==> src/ppi_defines.svh <==
`ifndef PPI_DEFINES_SVH
`define PPI_DEFINES_SVH
// ----------------------------------------
// register byte offsets
// ----------------------------------------
`define PPI_OFF_A_CTRL 8'h00
`define PPI_OFF_A_ENABLE 8'h04
`define PPI_OFF_A_POL 8'h08
`define PPI_OFF_B_CTRL 8'h0C
`define PPI_OFF_B_ENABLE 8'h10
`define PPI_OFF_B_POL 8'h14
`define PPI_OFF_DRIVE 8'h18
`define PPI_OFF_DATA 8'h1C
`define PPI_OFF_IRQ_STAT 8'h20
`define PPI_OFF_IRQ_MASK 8'h24
// ----------------------------------------
// control register fields, reset values and pin counts
// ----------------------------------------
`define PPI_BIT_MODE 0
`define PPI_BIT_IE 1
`define PPI_BIT_ACK 2
`define PPI_BIT_FLAG 3
`define PPI_CTRL_RESET 8'h00
`define PPI_DRIVE_RESET 8'h00
`define PPI_IRQ_PINS 4
`define PPI_PORT_WIDTH 8
// ----------------------------------------
// bus answer codes
// ----------------------------------------
`define PPI_RESP_OKAY 2'h0
`define PPI_RESP_SLVERR 2'h2
`endif

==> src/ppi_pkg.sv <==
package ppi_pkg;
  // axi write address plus data, taken together
  typedef struct packed {
    logic [7:0] addr;
    logic [31:0] data;
    logic [3:0] strb;
  } ppi_wreq_t;
  // per-port configuration as seen by the detector
  typedef struct packed {
    logic mode;
    logic [3:0] enable;
    logic [3:0] polarity;
  } ppi_port_cfg_t;
endpackage : ppi_pkg

==> src/ppi_detect.sv <==
`timescale 1ns/1ns
`include "ppi_defines.svh"
module ppi_detect #(
  parameter int N = 4
) (
  input wire logic aclk,
  input wire logic aresetn,
  input wire logic [N-1:0] pin_sync,
  input wire ppi_pkg::ppi_port_cfg_t cfg,
  output logic [N-1:0] asserted,
  output logic detect
);
  import ppi_pkg::*;
  logic [N-1:0] prev_reg;
  logic [N-1:0] armed_reg;
  logic [N-1:0] armed_next;
  logic [N-1:0] edge_hit;
  logic any_other;
  // ----------------------------------------
  // polarity-normalised level and edges
  // ----------------------------------------
  // asserted level: low when polarity 0, high when 1
  assign asserted = pin_sync ~^ cfg.polarity;
  // edge: deasserted sample then asserted sample next cycle
  assign edge_hit = asserted & ~(prev_reg ~^ cfg.polarity) & armed_reg & cfg.enable;
  // an edge only counts after the pin was seen deasserted
  assign armed_next = (armed_reg | ~asserted) & cfg.enable;
  // edge-only mode blocks latching while another pin is already held
  assign any_other = |(asserted & cfg.enable & ~edge_hit);
  assign detect = cfg.mode ? (|(asserted & cfg.enable)) : ((|edge_hit) & ~any_other);
  // ----------------------------------------
  // sample history
  // ----------------------------------------
  always_ff @(posedge aclk) begin
    if (!aresetn) begin
      prev_reg <= '0;
      armed_reg <= '0;
    end else begin
      prev_reg <= pin_sync;
      armed_reg <= armed_next;
    end
  end
  a_edge_needs_arm: assert property (@(posedge aclk) disable iff (!aresetn)
    (|edge_hit) |-> (|$past(armed_next))) else $error("edge without arming");
  a_edge_only_block: assert property (@(posedge aclk) disable iff (!aresetn)
    (!cfg.mode && any_other) |-> !detect) else $error("edge latched while held");
  a_enable_gates: assert property (@(posedge aclk) disable iff (!aresetn)
    (cfg.enable == '0) |-> !detect) else $error("detect with no enabled pin");
endmodule : ppi_detect

==> src/ppi_top.sv <==
// Local design decisions: the register offsets and the AXI4-Lite interface to the registers.
`timescale 1ns/1ns
`include "ppi_defines.svh"
// Contract
// - low four pins of both ports interrupt/wake
// - per-pin enable alone gates pin interrupt
// - mode 0 edges, mode 1 edges and levels
// - polarity picks falling/low or rising/high
// - edges seen by bus-clock sampling
// - edge counts only after deasserted level
// - any detection sets shared port flag bit 3
// - flag and enable bit 1 raise request
// - ack bit 2 clears flag, reads zero
// - writes to flag bit do nothing
// - edge-only: held pin blocks new edge
// - pin asserted state readable in data register
// - drive bits pick low/high, outputs only
module ppi_top #(
  parameter int PINS = `PPI_PORT_WIDTH
) (
  input wire logic aclk,
  input wire logic aresetn,
  input wire logic [7:0] s_axi_awaddr,
  input wire logic s_axi_awvalid,
  output logic s_axi_awready,
  input wire logic [31:0] s_axi_wdata,
  input wire logic [3:0] s_axi_wstrb,
  input wire logic s_axi_wvalid,
  output logic s_axi_wready,
  output logic [1:0] s_axi_bresp,
  output logic s_axi_bvalid,
  input wire logic s_axi_bready,
  input wire logic [7:0] s_axi_araddr,
  input wire logic s_axi_arvalid,
  output logic s_axi_arready,
  output logic [31:0] s_axi_rdata,
  output logic [1:0] s_axi_rresp,
  output logic s_axi_rvalid,
  input wire logic s_axi_rready,
  input wire logic [PINS-1:0] port_a_pin,
  input wire logic [PINS-1:0] port_b_pin,
  input wire logic [PINS-1:0] port_b_dir_out,
  output logic [PINS-1:0] drive_strength_high,
  output logic port_a_irq_req,
  output logic port_b_irq_req,
  output logic wake_req,
  output logic irq
);
  import ppi_pkg::*;
  // ----------------------------------------
  // state
  // ----------------------------------------
  logic [PINS-1:0] a_meta_reg, a_sync_reg, b_meta_reg, b_sync_reg;
  logic a_mode_reg, a_ie_reg, a_flag_reg, b_mode_reg, b_ie_reg, b_flag_reg;
  logic [3:0] a_en_reg, a_pol_reg, b_en_reg, b_pol_reg;
  logic [PINS-1:0] drive_reg, drive_out_reg;
  logic [1:0] stat_reg, mask_reg;
  logic aw_held_reg, w_held_reg, bvalid_reg, rvalid_reg;
  logic [1:0] bresp_reg, rresp_reg;
  logic [31:0] rdata_reg;
  ppi_wreq_t wq_reg;
  logic a_flag_next, b_flag_next;
  logic [1:0] stat_next;
  logic [31:0] rdata_next;
  logic [1:0] rresp_next;
  // ----------------------------------------
  // pin synchronisers
  // ----------------------------------------
  // two flops before any logic; detector reads only the second
  always_ff @(posedge aclk) begin
    if (!aresetn) begin
      a_meta_reg <= '0;
      a_sync_reg <= '0;
      b_meta_reg <= '0;
      b_sync_reg <= '0;
    end else begin
      a_meta_reg <= port_a_pin;
      a_sync_reg <= a_meta_reg;
      b_meta_reg <= port_b_pin;
      b_sync_reg <= b_meta_reg;
    end
  end
  // ----------------------------------------
  // detectors, one per port, low four pins
  // ----------------------------------------
  ppi_port_cfg_t a_cfg, b_cfg;
  logic [3:0] a_asserted, b_asserted;
  logic a_detect, b_detect;
  assign a_cfg = '{mode: a_mode_reg, enable: a_en_reg, polarity: a_pol_reg};
  assign b_cfg = '{mode: b_mode_reg, enable: b_en_reg, polarity: b_pol_reg};
  ppi_detect #(.N(`PPI_IRQ_PINS)) u_det_a (
    .aclk(aclk),
    .aresetn(aresetn),
    .pin_sync(a_sync_reg[3:0]),
    .cfg(a_cfg),
    .asserted(a_asserted),
    .detect(a_detect)
  );
  ppi_detect #(.N(`PPI_IRQ_PINS)) u_det_b (
    .aclk(aclk),
    .aresetn(aresetn),
    .pin_sync(b_sync_reg[3:0]),
    .cfg(b_cfg),
    .asserted(b_asserted),
    .detect(b_detect)
  );
  // ----------------------------------------
  // write decode
  // ----------------------------------------
  logic wr_fire, rd_fire, wr_lane0;
  logic wr_a_ctrl, wr_a_en, wr_a_pol, wr_b_ctrl, wr_b_en, wr_b_pol;
  logic wr_drive, wr_stat, wr_mask, wr_hit;
  assign wr_fire = aw_held_reg && w_held_reg && !bvalid_reg;
  assign wr_lane0 = wr_fire && wq_reg.strb[0];
  assign wr_a_ctrl = wr_lane0 && wq_reg.addr == `PPI_OFF_A_CTRL;
  assign wr_a_en = wr_lane0 && wq_reg.addr == `PPI_OFF_A_ENABLE;
  assign wr_a_pol = wr_lane0 && wq_reg.addr == `PPI_OFF_A_POL;
  assign wr_b_ctrl = wr_lane0 && wq_reg.addr == `PPI_OFF_B_CTRL;
  assign wr_b_en = wr_lane0 && wq_reg.addr == `PPI_OFF_B_ENABLE;
  assign wr_b_pol = wr_lane0 && wq_reg.addr == `PPI_OFF_B_POL;
  assign wr_drive = wr_lane0 && wq_reg.addr == `PPI_OFF_DRIVE;
  assign wr_stat = wr_lane0 && wq_reg.addr == `PPI_OFF_IRQ_STAT;
  assign wr_mask = wr_lane0 && wq_reg.addr == `PPI_OFF_IRQ_MASK;
  function automatic logic mapped(input logic [7:0] a);
    mapped = (a <= `PPI_OFF_IRQ_MASK) && (a[1:0] == 2'h0);
  endfunction : mapped
  assign wr_hit = mapped(wq_reg.addr);
  // ----------------------------------------
  // port flags
  // ----------------------------------------
  // detection beats ack in the same cycle, so level mode re-sets at once
  assign a_flag_next = a_detect | (a_flag_reg & ~(wr_a_ctrl & wq_reg.data[`PPI_BIT_ACK]));
  assign b_flag_next = b_detect | (b_flag_reg & ~(wr_b_ctrl & wq_reg.data[`PPI_BIT_ACK]));
  assign port_a_irq_req = a_flag_reg & a_ie_reg;
  assign port_b_irq_req = b_flag_reg & b_ie_reg;
  // any flagged port wakes from wait or deep retained stop
  assign wake_req = a_flag_reg | b_flag_reg;
  // sticky summary status: set wins over write-one-clear
  assign stat_next = {b_flag_next & ~b_flag_reg, a_flag_next & ~a_flag_reg}
    | (stat_reg & ~(wr_stat ? wq_reg.data[1:0] : 2'h0));
  assign irq = |(stat_reg & mask_reg);
  always_ff @(posedge aclk) begin
    if (!aresetn) begin
      a_flag_reg <= 1'b0;
      b_flag_reg <= 1'b0;
      stat_reg <= 2'h0;
    end else begin
      a_flag_reg <= a_flag_next;
      b_flag_reg <= b_flag_next;
      stat_reg <= stat_next;
    end
  end
  // ----------------------------------------
  // control registers
  // ----------------------------------------
  // flag bit in the written word is ignored: only ack clears it
  always_ff @(posedge aclk) begin
    if (!aresetn) begin
      a_mode_reg <= 1'b0;
      a_ie_reg <= 1'b0;
      b_mode_reg <= 1'b0;
      b_ie_reg <= 1'b0;
      a_en_reg <= 4'h0;
      a_pol_reg <= 4'h0;
      b_en_reg <= 4'h0;
      b_pol_reg <= 4'h0;
      drive_reg <= `PPI_DRIVE_RESET;
      mask_reg <= 2'h0;
    end else begin
      if (wr_a_ctrl) begin
        a_mode_reg <= wq_reg.data[`PPI_BIT_MODE];
        a_ie_reg <= wq_reg.data[`PPI_BIT_IE];
      end
      if (wr_b_ctrl) begin
        b_mode_reg <= wq_reg.data[`PPI_BIT_MODE];
        b_ie_reg <= wq_reg.data[`PPI_BIT_IE];
      end
      if (wr_a_en) a_en_reg <= wq_reg.data[3:0];
      if (wr_a_pol) a_pol_reg <= wq_reg.data[3:0];
      if (wr_b_en) b_en_reg <= wq_reg.data[3:0];
      if (wr_b_pol) b_pol_reg <= wq_reg.data[3:0];
      if (wr_drive) drive_reg <= wq_reg.data[PINS-1:0];
      if (wr_mask) mask_reg <= wq_reg.data[1:0];
    end
  end
  // ----------------------------------------
  // drive strength output
  // ----------------------------------------
  // inputs always show low drive; the bit matters only on outputs
  always_ff @(posedge aclk) begin
    if (!aresetn) drive_out_reg <= '0;
    else drive_out_reg <= drive_reg & port_b_dir_out;
  end
  assign drive_strength_high = drive_out_reg;
  // ----------------------------------------
  // axi write channel
  // ----------------------------------------
  assign s_axi_awready = !aw_held_reg;
  assign s_axi_wready = !w_held_reg;
  assign s_axi_bvalid = bvalid_reg;
  assign s_axi_bresp = bresp_reg;
  always_ff @(posedge aclk) begin
    if (!aresetn) begin
      aw_held_reg <= 1'b0;
      w_held_reg <= 1'b0;
      bvalid_reg <= 1'b0;
      bresp_reg <= `PPI_RESP_OKAY;
      wq_reg <= '0;
    end else begin
      if (s_axi_awvalid && !aw_held_reg) begin
        aw_held_reg <= 1'b1;
        wq_reg.addr <= s_axi_awaddr;
      end
      if (s_axi_wvalid && !w_held_reg) begin
        w_held_reg <= 1'b1;
        wq_reg.data <= s_axi_wdata;
        wq_reg.strb <= s_axi_wstrb;
      end
      if (wr_fire) begin
        bvalid_reg <= 1'b1;
        bresp_reg <= wr_hit ? `PPI_RESP_OKAY : `PPI_RESP_SLVERR;
      end
      if (bvalid_reg && s_axi_bready) begin
        bvalid_reg <= 1'b0;
        aw_held_reg <= 1'b0;
        w_held_reg <= 1'b0;
      end
    end
  end
  // ----------------------------------------
  // axi read channel
  // ----------------------------------------
  assign rd_fire = s_axi_arvalid && !rvalid_reg;
  assign s_axi_arready = !rvalid_reg;
  assign s_axi_rvalid = rvalid_reg;
  assign s_axi_rdata = rdata_reg;
  assign s_axi_rresp = rresp_reg;
  // ack bit never stored, so it reads back zero
  always_comb begin
    rdata_next = 32'h0000_0000;
    rresp_next = `PPI_RESP_OKAY;
    case (s_axi_araddr)
      `PPI_OFF_A_CTRL: rdata_next[3:0] = {a_flag_reg, 1'b0, a_ie_reg, a_mode_reg};
      `PPI_OFF_A_ENABLE: rdata_next[3:0] = a_en_reg;
      `PPI_OFF_A_POL: rdata_next[3:0] = a_pol_reg;
      `PPI_OFF_B_CTRL: rdata_next[3:0] = {b_flag_reg, 1'b0, b_ie_reg, b_mode_reg};
      `PPI_OFF_B_ENABLE: rdata_next[3:0] = b_en_reg;
      `PPI_OFF_B_POL: rdata_next[3:0] = b_pol_reg;
      `PPI_OFF_DRIVE: rdata_next[PINS-1:0] = drive_reg;
      // pin asserted state per port, A low nibble, B next
      `PPI_OFF_DATA: rdata_next[7:0] = {b_asserted, a_asserted};
      `PPI_OFF_IRQ_STAT: rdata_next[1:0] = stat_reg;
      `PPI_OFF_IRQ_MASK: rdata_next[1:0] = mask_reg;
      default: rresp_next = `PPI_RESP_SLVERR;
    endcase
  end
  always_ff @(posedge aclk) begin
    if (!aresetn) begin
      rvalid_reg <= 1'b0;
      rdata_reg <= 32'h0000_0000;
      rresp_reg <= `PPI_RESP_OKAY;
    end else if (rd_fire) begin
      rvalid_reg <= 1'b1;
      rdata_reg <= rdata_next;
      rresp_reg <= rresp_next;
    end else if (s_axi_rready) begin
      rvalid_reg <= 1'b0;
    end
  end
  // ----------------------------------------
  // checks
  // ----------------------------------------
  a_flag_on_detect: assert property (@(posedge aclk) disable iff (!aresetn)
    b_detect |=> b_flag_reg) else $error("port b flag missed detection");
  a_req_needs_ie: assert property (@(posedge aclk) disable iff (!aresetn)
    port_b_irq_req |-> (b_flag_reg && b_ie_reg)) else $error("request without enable");
  a_ack_clears: assert property (@(posedge aclk) disable iff (!aresetn)
    (wr_b_ctrl && wq_reg.data[`PPI_BIT_ACK] && !b_detect) |=> !b_flag_reg)
    else $error("ack failed to clear");
  a_flag_write_ignored: assert property (@(posedge aclk) disable iff (!aresetn)
    (wr_a_ctrl && !wq_reg.data[`PPI_BIT_ACK] && a_flag_reg) |=> a_flag_reg)
    else $error("flag changed by write");
  a_level_reflag: assert property (@(posedge aclk) disable iff (!aresetn)
    (b_mode_reg && |(b_asserted & b_en_reg)) |=> b_flag_reg)
    else $error("level mode flag not reasserted");
  a_drive_input: assert property (@(posedge aclk) disable iff (!aresetn)
    !port_b_dir_out[0] |=> !drive_strength_high[0]) else $error("drive on input");
  a_polarity_map: assert property (@(posedge aclk) disable iff (!aresetn)
    a_asserted[0] == (a_sync_reg[0] == a_pol_reg[0])) else $error("polarity wrong");
  // status bits follow port flag rises and stay until cleared by software
  a_stat_on_flag: assert property (@(posedge aclk) disable iff (!aresetn)
    $rose(b_flag_reg) |-> stat_reg[1]) else $error("status missed port b flag");
  a_stat_sticky: assert property (@(posedge aclk) disable iff (!aresetn)
    (stat_reg[1] && !(wr_stat && wq_reg.data[1])) |=> stat_reg[1])
    else $error("status bit lost");
  a_wake_flag: assert property (@(posedge aclk) disable iff (!aresetn)
    $rose(a_flag_reg) |-> wake_req) else $error("no wake");
  c_write: cover property (@(posedge aclk) disable iff (!aresetn) wr_fire ##[1:4] s_axi_bvalid);
  c_edge_irq: cover property (@(posedge aclk) disable iff (!aresetn) a_detect && !a_mode_reg);
  c_level_ack: cover property (@(posedge aclk) disable iff (!aresetn)
    b_mode_reg && wr_b_ctrl && b_detect);
  c_irq: cover property (@(posedge aclk) disable iff (!aresetn) $rose(irq));
endmodule : ppi_top

==> config.mk <==
export PLATFORM = sky130hd
export DESIGN_NAME = ppi_top
export DESIGN_NICKNAME = d
export VERILOG_FILES = /design/src/ppi_pkg.sv /design/src/ppi_detect.sv /design/src/ppi_top.sv
export VERILOG_INCLUDE_DIRS = /design/src
export SDC_FILE = /design/constraint.sdc
export NUM_CORES = 1
export LEC_CHECK = 0
export BUFFER_PORTS_ARGS = -buffer_cell sky130_fd_sc_hd__buf_2
export CORE_MARGIN = 2
export CORE_UTILIZATION = 51
export DETAILED_ROUTE_END_ITERATION = 8
export PLACE_DENSITY = 0.88
export SLEW_MARGIN = 0
export SYNTH_ARGS = -nofsm -noshare
export SYNTH_HDL_FRONTEND = slang
export SYNTH_SLANG_ARGS = --single-unit
==> constraint.sdc <==
create_clock -name aclk -period 2.6 [get_ports aclk]
set_clock_uncertainty 0.15 [all_clocks]
set_input_delay 0.39 -clock aclk [delete_from_list [all_inputs] [get_ports aclk]]
set_output_delay 0.39 -clock aclk [all_outputs]
set_load 0.005 [all_outputs]
==> results of run 1 <==
-- critical path: stages (launching register included) --
cell and delay (ns):
dfxtp_1 0.35, nor4_4 0.33, nand3_1 0.22, or4_1 0.69
mux2i_1 0.23, nor2_1 0.06
-- report_power, final --
group | total, uW | switching (uW) | internal [uW]
Clock | 1120 | 550 | 572
Sequential | 1680 | 38.6 | 1640
Combinational | 218 | 124 | 94.1
Total | 3020 | 712 | 2310
-- cell type report --
cell class | instances | area share [%]
clock inverter | 6 | 1.750
timing repair buffer | 81 | 8.459
inverter | 14 | 1.021
multi-input combinational | 360 | 42.63
sequential | 105 | 40.84
clock buffer | 10 | 2.674
tap | 108 | 2.625
-- synth_stat cells (all sizes together) (8+ instances only) --
| cell type | n | area share [%] |
|---|---|---|
| dfxtp | 105 | 46 |
| a211oi | 9 | 1.5 |
| inv | 14 | 1.2 |
| and3 | 8 | 1.1 |
| clkbuf | 24 | 2.0 |
| o211a | 8 | 1.8 |
| nand3 | 17 | 1.9 |
| xnor2 | 8 | 1.5 |
| mux2i | 40 | 8.8 |
| buf | 30 | 4.8 |
| nand3b | 8 | 1.3 |
| a21oi | 33 | 3.6 |
| nand2 | 50 | 4.1 |
| o21ai | 26 | 2.9 |
| nor2 | 42 | 3.5 |
| and2 | 27 | 3.7 |
-- metrics by stage --
stage	std cells	instance area, um2	worst slack (ns)	util (%)	hold WS (ns)
after floorplan	533	4657	0.5508	-	0.2619
after global placement	668	4920	0.3819	56.69	0.2677
after detailed placement	668	4920	0.3680	56.69	0.2692
after CTS	684	5147	0.4020	59.31	0.06524
after global routing	684	5147	0.2864	59.31	0.06968
final	684	5147	0.4285	59.31	0.07455
-- worst max path at each step --
stage,cells past startpoint,endpoint,startpoint
2_1_floorplan,6,drive_reg[0]$_SDFFE_PN0P_,wq_reg[36]$_SDFFE_PN0P_
3_3_place_gp,6,s_axi_rdata[4]$_SDFFE_PN0P_,s_axi_araddr[1]
3_5_place_dp,6,s_axi_rdata[6]$_SDFFE_PN0P_,s_axi_araddr[1]
4_1_cts,5,b_pol_reg[3]$_SDFFE_PN0P_,wq_reg[36]$_SDFFE_PN0P_
5_1_grt,5,b_pol_reg[3]$_SDFFE_PN0P_,wq_reg[36]$_SDFFE_PN0P_
6_report,5,b_pol_reg[3]$_SDFFE_PN0P_,wq_reg[36]$_SDFFE_PN0P_
-- routing by layer --
| metal | vias up | wire, um |
|---|---|---|
| li1 | 1820 | - |
| met1 | 1755 | 4216 |
| met2 | 160 | 5126 |
| met3 | 26 | 830 |
| met4 | 0 | 206 |
| met5 | - | 0 |
-- cells by family (layout without fill, tap and decap cells) --
logic type | Yosys count | in the layout | synth area share (%)
and+or+nand+nor | 182 | 182 | 20.54
DFF | 105 | 105 | 46.07
AOI/OAI and AO/OA | 101 | 101 | 14.12
buffers and inverters | 68 | 111 | 7.897
muxes | 43 | 43 | 9.761
xor gates and xnor gates | 8 | 8 | 1.536
other | 1 | 26 | 0.08218
==> results.py, run 1 <==
metrics = {
    "outcome": {
        "status": "finished, final reports clean",
    },
    "finish": {
        "diodes": 0,
        "seq_area_mm2": 0.002102,
        "largest_reg_flops": 17,
        "areaGrowthSynthToFinish_pct": 12.81,
        "layout_commonest_cell": "dfxtp_1",
        "drive_gt1_share_pct": 18.58,
        "final_cell_mix": "dfxtp_1, buf_2, nand2_1, nor2_1, mux2i_1",
        "multi_input_area_mm2": 0.002195,
        "fin_nets": 654,
        "fill_cells": 751,
    },
    "floorplan": {
        "placementRows": 34,
        "floorplan.die.width_um": 98.59,
        "io_pins": 136,
        "die-area_mm2": 0.009720,
        "die_y_um": 98.59,
        "core-area_mm2": 0.008678,
        "start_util_pct": 52.58,
    },
    "yosys": {
        "synth-seq-cells": 105,
        "seq_area_frac_synth_pct": 46.07,
        "synth_cells": 508,
        "netlist_area_mm2": 0.004563,
        "postSynth.asyncResetShare_pct": 0,
        "yosys_warnings": 0,
        "syn_avg_cell_area_um2": 8.983,
        "synth_ff_type": "dfxtp_1",
        "synth.distinct_cells": 46,
        "synth-edff-count": 0,
    },
    "setup_path": {
        "regToRegEndpoint": "b_pol_reg[3]$_SDFFE_PN0P_",
        "cp.required_ns": 2.68,
        "rrSetupSlack_ns": 0.43,
        "crit_path_end_kind": "flip-flop",
        "critPathLaunchType": "flip-flop",
        "worst-setup-path-type": "reg -> reg",
        "critical_path_peak_fanout": 5,
        "reg2reg_depth": 5,
        "cp_data_arrival_time_ns": 2.25,
        "reg2reg_from": "wq_reg[36]$_SDFFE_PN0P_",
    },
    "clock_network": {
        "ctsResizeCount": 0,
        "cts_buffer_depth": 2,
        "root_buffer": "clkbuf_8",
        "cts_buffers": 9,
        "clkSlewWorstSetupHoldPaths_ns": 0.10,
        "hold_buffers": 0,
        "cts_tree": "done",
        "cts.sink_count": 105,
        "post_cts_buffers": 0,
        "ctsHtreeMaxLevel": 3,
        "clock_latency_ns": 0.37,
    },
    "sta": {
        "fin_setup_tns_ns": 0,
        "worst_pin_slew_ns": 0.6035,
        "fin_crit_sh_pct": 83.52,
        "hold_viol_final": 0,
        "rsz0062_at_grt": "no",
        "slew_headroom_pct": 59.71,
        "slew_violations": 0,
        "finalSetupViolCount": 0,
        "max_freq_mhz": 460.5,
        "fin_crit_ns": 2.171,
    },
    "grt": {
        "grt_busiest_layer": "met2",
        "use_met2_pct": 37.21,
        "grt_pass1_vias": 3681,
        "use_met1_pct": 26.25,
        "grt_max_degree": 38,
        "grt_pass1_wl_um": 17070,
        "antenna_found_initial": 0,
        "grt_overflow": 0,
        "grtUsageMet3_pct": 5.816,
        "grt_usage_pct": 21.66,
    },
    "place": {
        "io_buffers": 74,
        "routabilityCongestion": 0.9359,
        "hpwlAfterDp_um": 7596,
    },
    "power": {
        "cellLeakagePower_uw": 0.002204,
        "p_per_area_mw_per_mm2": 587.2,
        "ir_drop_v": 0.0002919,
        "power.total_uw": 3023,
    },
    "detailed_routing": {
        "wl_per_cell_um": 15.17,
        "routed_wl_um": 10380,
        "num_vias": 3761,
        "vias_per_cell": 5.499,
        "drtIter0Drc": 250,
        "firstDrtPassIters": 5,
        "drc": 0,
        "antenna_left": 0,
    },
    "hold_path": {
        "hp-start": "port_b_pin[0]",
        "worst_hold_path_type": "in -> reg",
        "whs_path_depth": 2,
        "holdPathEnd": "b_meta_reg[0]$_SDFF_PN0_",
    },
    "flow_run": {
        "drv_cap": 0,
    },
}
Note: power is estimated with default switching activity, not from simulation.
==> run 2: changes to the inputs <==
--- a/config.mk
+++ b/config.mk
@@ -6,11 +6,12 @@
 export SDC_FILE = /design/constraint.sdc
 export NUM_CORES = 1
 export LEC_CHECK = 0
+export ABC_AREA = 1
 export BUFFER_PORTS_ARGS = -buffer_cell sky130_fd_sc_hd__buf_2
 export CORE_MARGIN = 2
-export CORE_UTILIZATION = 51
+export CORE_UTILIZATION = 47
 export DETAILED_ROUTE_END_ITERATION = 8
-export PLACE_DENSITY = 0.88
+export PLACE_DENSITY = 0.85
 export SLEW_MARGIN = 0
 export SYNTH_ARGS = -nofsm -noshare
 export SYNTH_HDL_FRONTEND = slang
==> constraint.sdc (replaced) <==
create_clock -name aclk -period 1.9 [get_ports aclk]
set_clock_uncertainty 0.15 [all_clocks]
set_input_delay 0.285 -clock aclk [delete_from_list [all_inputs] [get_ports aclk]]
set_output_delay 0.285 -clock aclk [all_outputs]
set_load 0.005 [all_outputs]
==> run 2 against run 1 <==
  * Clock power increased by 48%
  * Cell count rose by 31%
  * Critical path depth up 3
  * Maximum frequency grew 37%
  * Sequential power increased by 37%
  * Via count grew 15%
  * Hold slack worse by 0.069 ns
  * Total power increased by 45%
  * Worst setup slack got worse by 0.11 ns
  * Count of clock-buffer cells in the layout did not move
==> results.py, run 2 <==
metrics = {
    "outcome": {
        "status": "finished, final reports clean",
    },
    "clock_network": {
        "post_cts_buffers": 0,
        "clock_latency_ns": 0.36,
        "ctsResizeCount": 0,
        "cts_buffers": 9,
        "root_buffer": "clkbuf_8",
        "cts_tree": "done",
        "hold_buffers": 22,
        "cts.sink_count": 105,
        "ctsHtreeMaxLevel": 3,
        "clkSlewWorstSetupHoldPaths_ns": 0.10,
        "cts_buffer_depth": 2,
    },
    "detailed_routing": {
        "drc": 0,
        "routed_wl_um": 10760,
        "antenna_left": 0,
        "drtIter0Drc": 275,
        "firstDrtPassIters": 5,
        "vias_per_cell": 4.802,
        "num_vias": 4307,
        "wl_per_cell_um": 11.99,
    },
    "power": {
        "combinationalPowerShare_pct": 9.0,
        "net-switching-power_uw": 1032,
        "cellLeakagePower_uw": 0.002753,
        "clock_power_share_pct": 38.1,
        "ir_drop_v": 0.0004610,
        "internal_power_uw": 3338,
        "p_per_area_mw_per_mm2": 776.6,
        "power_switching_share_pct": 23.61,
        "seqPwrFrac_pct": 52.9,
    },
    "setup_path": {
        "worstPathCellList": "nor2_4 > inv_2 > nor3_4 > nand2_2 > nor2_8 > inv_2 > o21ai_1 > a21oi_1",
        "critical_path_peak_fanout": 9,
        "cp.required_ns": 2.01,
        "cp_top_family": "simple AND/OR/NAND/NOR gates",
        "crit_path_top_delay_cell": "dfxtp_1",
        "slowest_delay_ns": 0.34,
        "cp_data_arrival_time_ns": 1.69,
        "worst-path-buf-inv": 2,
        "crit_path_end_kind": "flip-flop",
        "crit_top_cell": "inv_2",
        "worst-setup-path-type": "reg -> reg",
        "reg2reg_depth": 8,
        "critPathLaunchType": "flip-flop",
        "cp.depth": 8,
    },
    "yosys": {
        "synth_top_family_by_area": "simple AND/OR/NAND/NOR gates",
        "netlist_area_mm2": 0.004715,
        "synth_cells": 660,
        "synth_common_cells": "nand2_1, dfxtp_1, inv_1",
        "synth_simple_gate_area_share_pct": 26.99,
        "synth-seq-cells": 105,
        "synth_most_common_cell": "nand2_1",
        "synth_compound_area_share_pct": 14.57,
        "postSynth.asyncResetShare_pct": 0,
        "synth-edff-count": 0,
        "synth_ff_type": "dfxtp_1",
        "synth.distinct_cells": 36,
        "muxShareOfSynthArea_pct": 0,
        "synth_area_leader_cell": "dfxtp_1",
        "seq_area_frac_synth_pct": 44.59,
        "synth_xor_xnor_area_share_pct": 0,
        "synthAdderAreaFrac_pct": 0,
        "synth_top_area_share_pct": 44.59,
        "yosys_warnings": 0,
        "syn_avg_cell_area_um2": 7.143,
        "synthTopCellsByArea": "dfxtp_1, nand2_1, inv_1, o21ai_0, nor2_1",
    },
    "floorplan": {
        "die_y_um": 104.2,
        "io_pins": 136,
        "die-area_mm2": 0.01085,
        "start_util_pct": 48.23,
        "core-area_mm2": 0.009774,
        "floorplan.die.width_um": 104.2,
        "placementRows": 36,
    },
    "sta": {
        "finalSetupViolCount": 0,
        "whs_ns": 0.005679,
        "slew_violations": 0,
        "fin_crit_sh_pct": 83.19,
        "max_freq_mhz": 632.7,
        "fin_crit_ns": 1.581,
        "hold_viol_final": 0,
        "fin_setup_tns_ns": 0,
        "slew_headroom_pct": 57.02,
        "rsz0062_at_grt": "no",
        "worst_pin_slew_ns": 0.6439,
    },
    "grt": {
        "grt_usage_pct": 20.36,
        "antenna_found_initial": 0,
        "grt_pass1_vias": 3914,
        "grt_pass1_wl_um": 18060,
        "grt_overflow": 0,
        "grt_max_degree": 82,
    },
    "hold_path": {
        "whs_path_depth": 3,
        "worst_hold_path_type": "in -> reg",
    },
    "finish": {
        "fill_cells": 945,
        "final_cell_mix": "nand2_1, dfxtp_1, inv_1, nor2_1, buf_2",
        "fin_util_pct": 57.57,
        "layout_commonest_cell": "nand2_1",
        "diodes": 0,
        "drive_gt1_share_pct": 16.36,
        "areaGrowthSynthToFinish_pct": 19.35,
        "largest_reg_flops": 17,
        "fin_nets": 842,
    },
    "place": {
        "io_buffers": 74,
        "routabilityCongestion": 0.8950,
        "hpwlAfterDp_um": 7692,
    },
    "flow_run": {
        "drv_cap": 0,
    },
}
[run 2: cell types whose count changed after synthesis, sizes merged, moves of 14 or more]
| cell | delta |
|---|---|
| clkbuf | -17 |
| nor2 | +49 |
| and2 | -26 |
| mux2i | -40 |
| inv | +87 |
| nand3 | +23 |
| a21oi | +14 |
| o21ai | +40 |
| nand2 | +89 |
[run 2: path summary, 6_finish.rpt]
kind	from	to	slack [ns]
setup reg to reg	wq_reg[42]$_SDFFE_PN0P_	drive_reg[4]$_SDFFE_PN0P_	0.32
hold reg to reg	b_meta_reg[1]$_SDFF_PN0_	b_sync_reg[1]$_SDFF_PN0_	0.27
setup / recovery	wq_reg[42]$_SDFFE_PN0P_	drive_reg[4]$_SDFFE_PN0P_	0.32
hold / removal	s_axi_awaddr[5]	wq_reg[41]$_SDFFE_PN0P_	0.006
[run 2: cell type report]
cell class	instances	area (um2)	area share (%)
multi-input combinational	435	2057	36.56
sequential	105	2102	37.36
timing repair buffer	103	655.6	11.65
clock buffer	10	137.6	2.446
tap	133	166.4	2.958
clock inverter	6	113.9	2.024
inverter	105	394.1	7.005
[run 2: per-stage QoR]
step | cell area (um2) | cells | power (uW) | worst slack [ns]
CTS | 5627 | 897 | 4384 | 0.3236
global placement | 5155 | 859 | 2706 | 0.2568
floorplan | 4808 | 685 | 2616 | 0.4975
finish | 5627 | 897 | 4370 | 0.3195
detailed placement | 5155 | 859 | 2715 | 0.2431
global route | 5627 | 897 | 4542 | 0.1612
[run 2: per-layer routing]
metal | vias up | part of all wire, % | GRT usage [%]
li1 | 2218 | - | -
met1 | 1892 | 48 | 27.84
met2 | 178 | 45 | 32.38
met3 | 19 | 6.5 | 3.759
met4 | 0 | 1.5 | 6.950
met5 | - | 0 | 0
[run 2: kinds of logic after synthesis]
kind of cell	count (synthesis)
and+or+nand+nor	280
AOI/OAI and AO/OA	129
DFF	105
buffers and inverters	145
other	1
[run 2: power groups by stage]
| stage | combinational (uW) | clock [uW] | sequential [uW] |
|---|---|---|---|
| after global placement | 347 | 0 | 2360 |
| after CTS | 392 | 1680 | 2310 |
| after global routing | 443 | 1780 | 2320 |
| after detailed placement | 354 | 0 | 2360 |
| after floorplan | 265 | 0 | 2350 |
| final | 394 | 1660 | 2310 |
[run 2: tightest hold or removal path: stages]
cell	delay, ns
buf_2	0.08
nor2_1	0.04
nor2_1	0.09
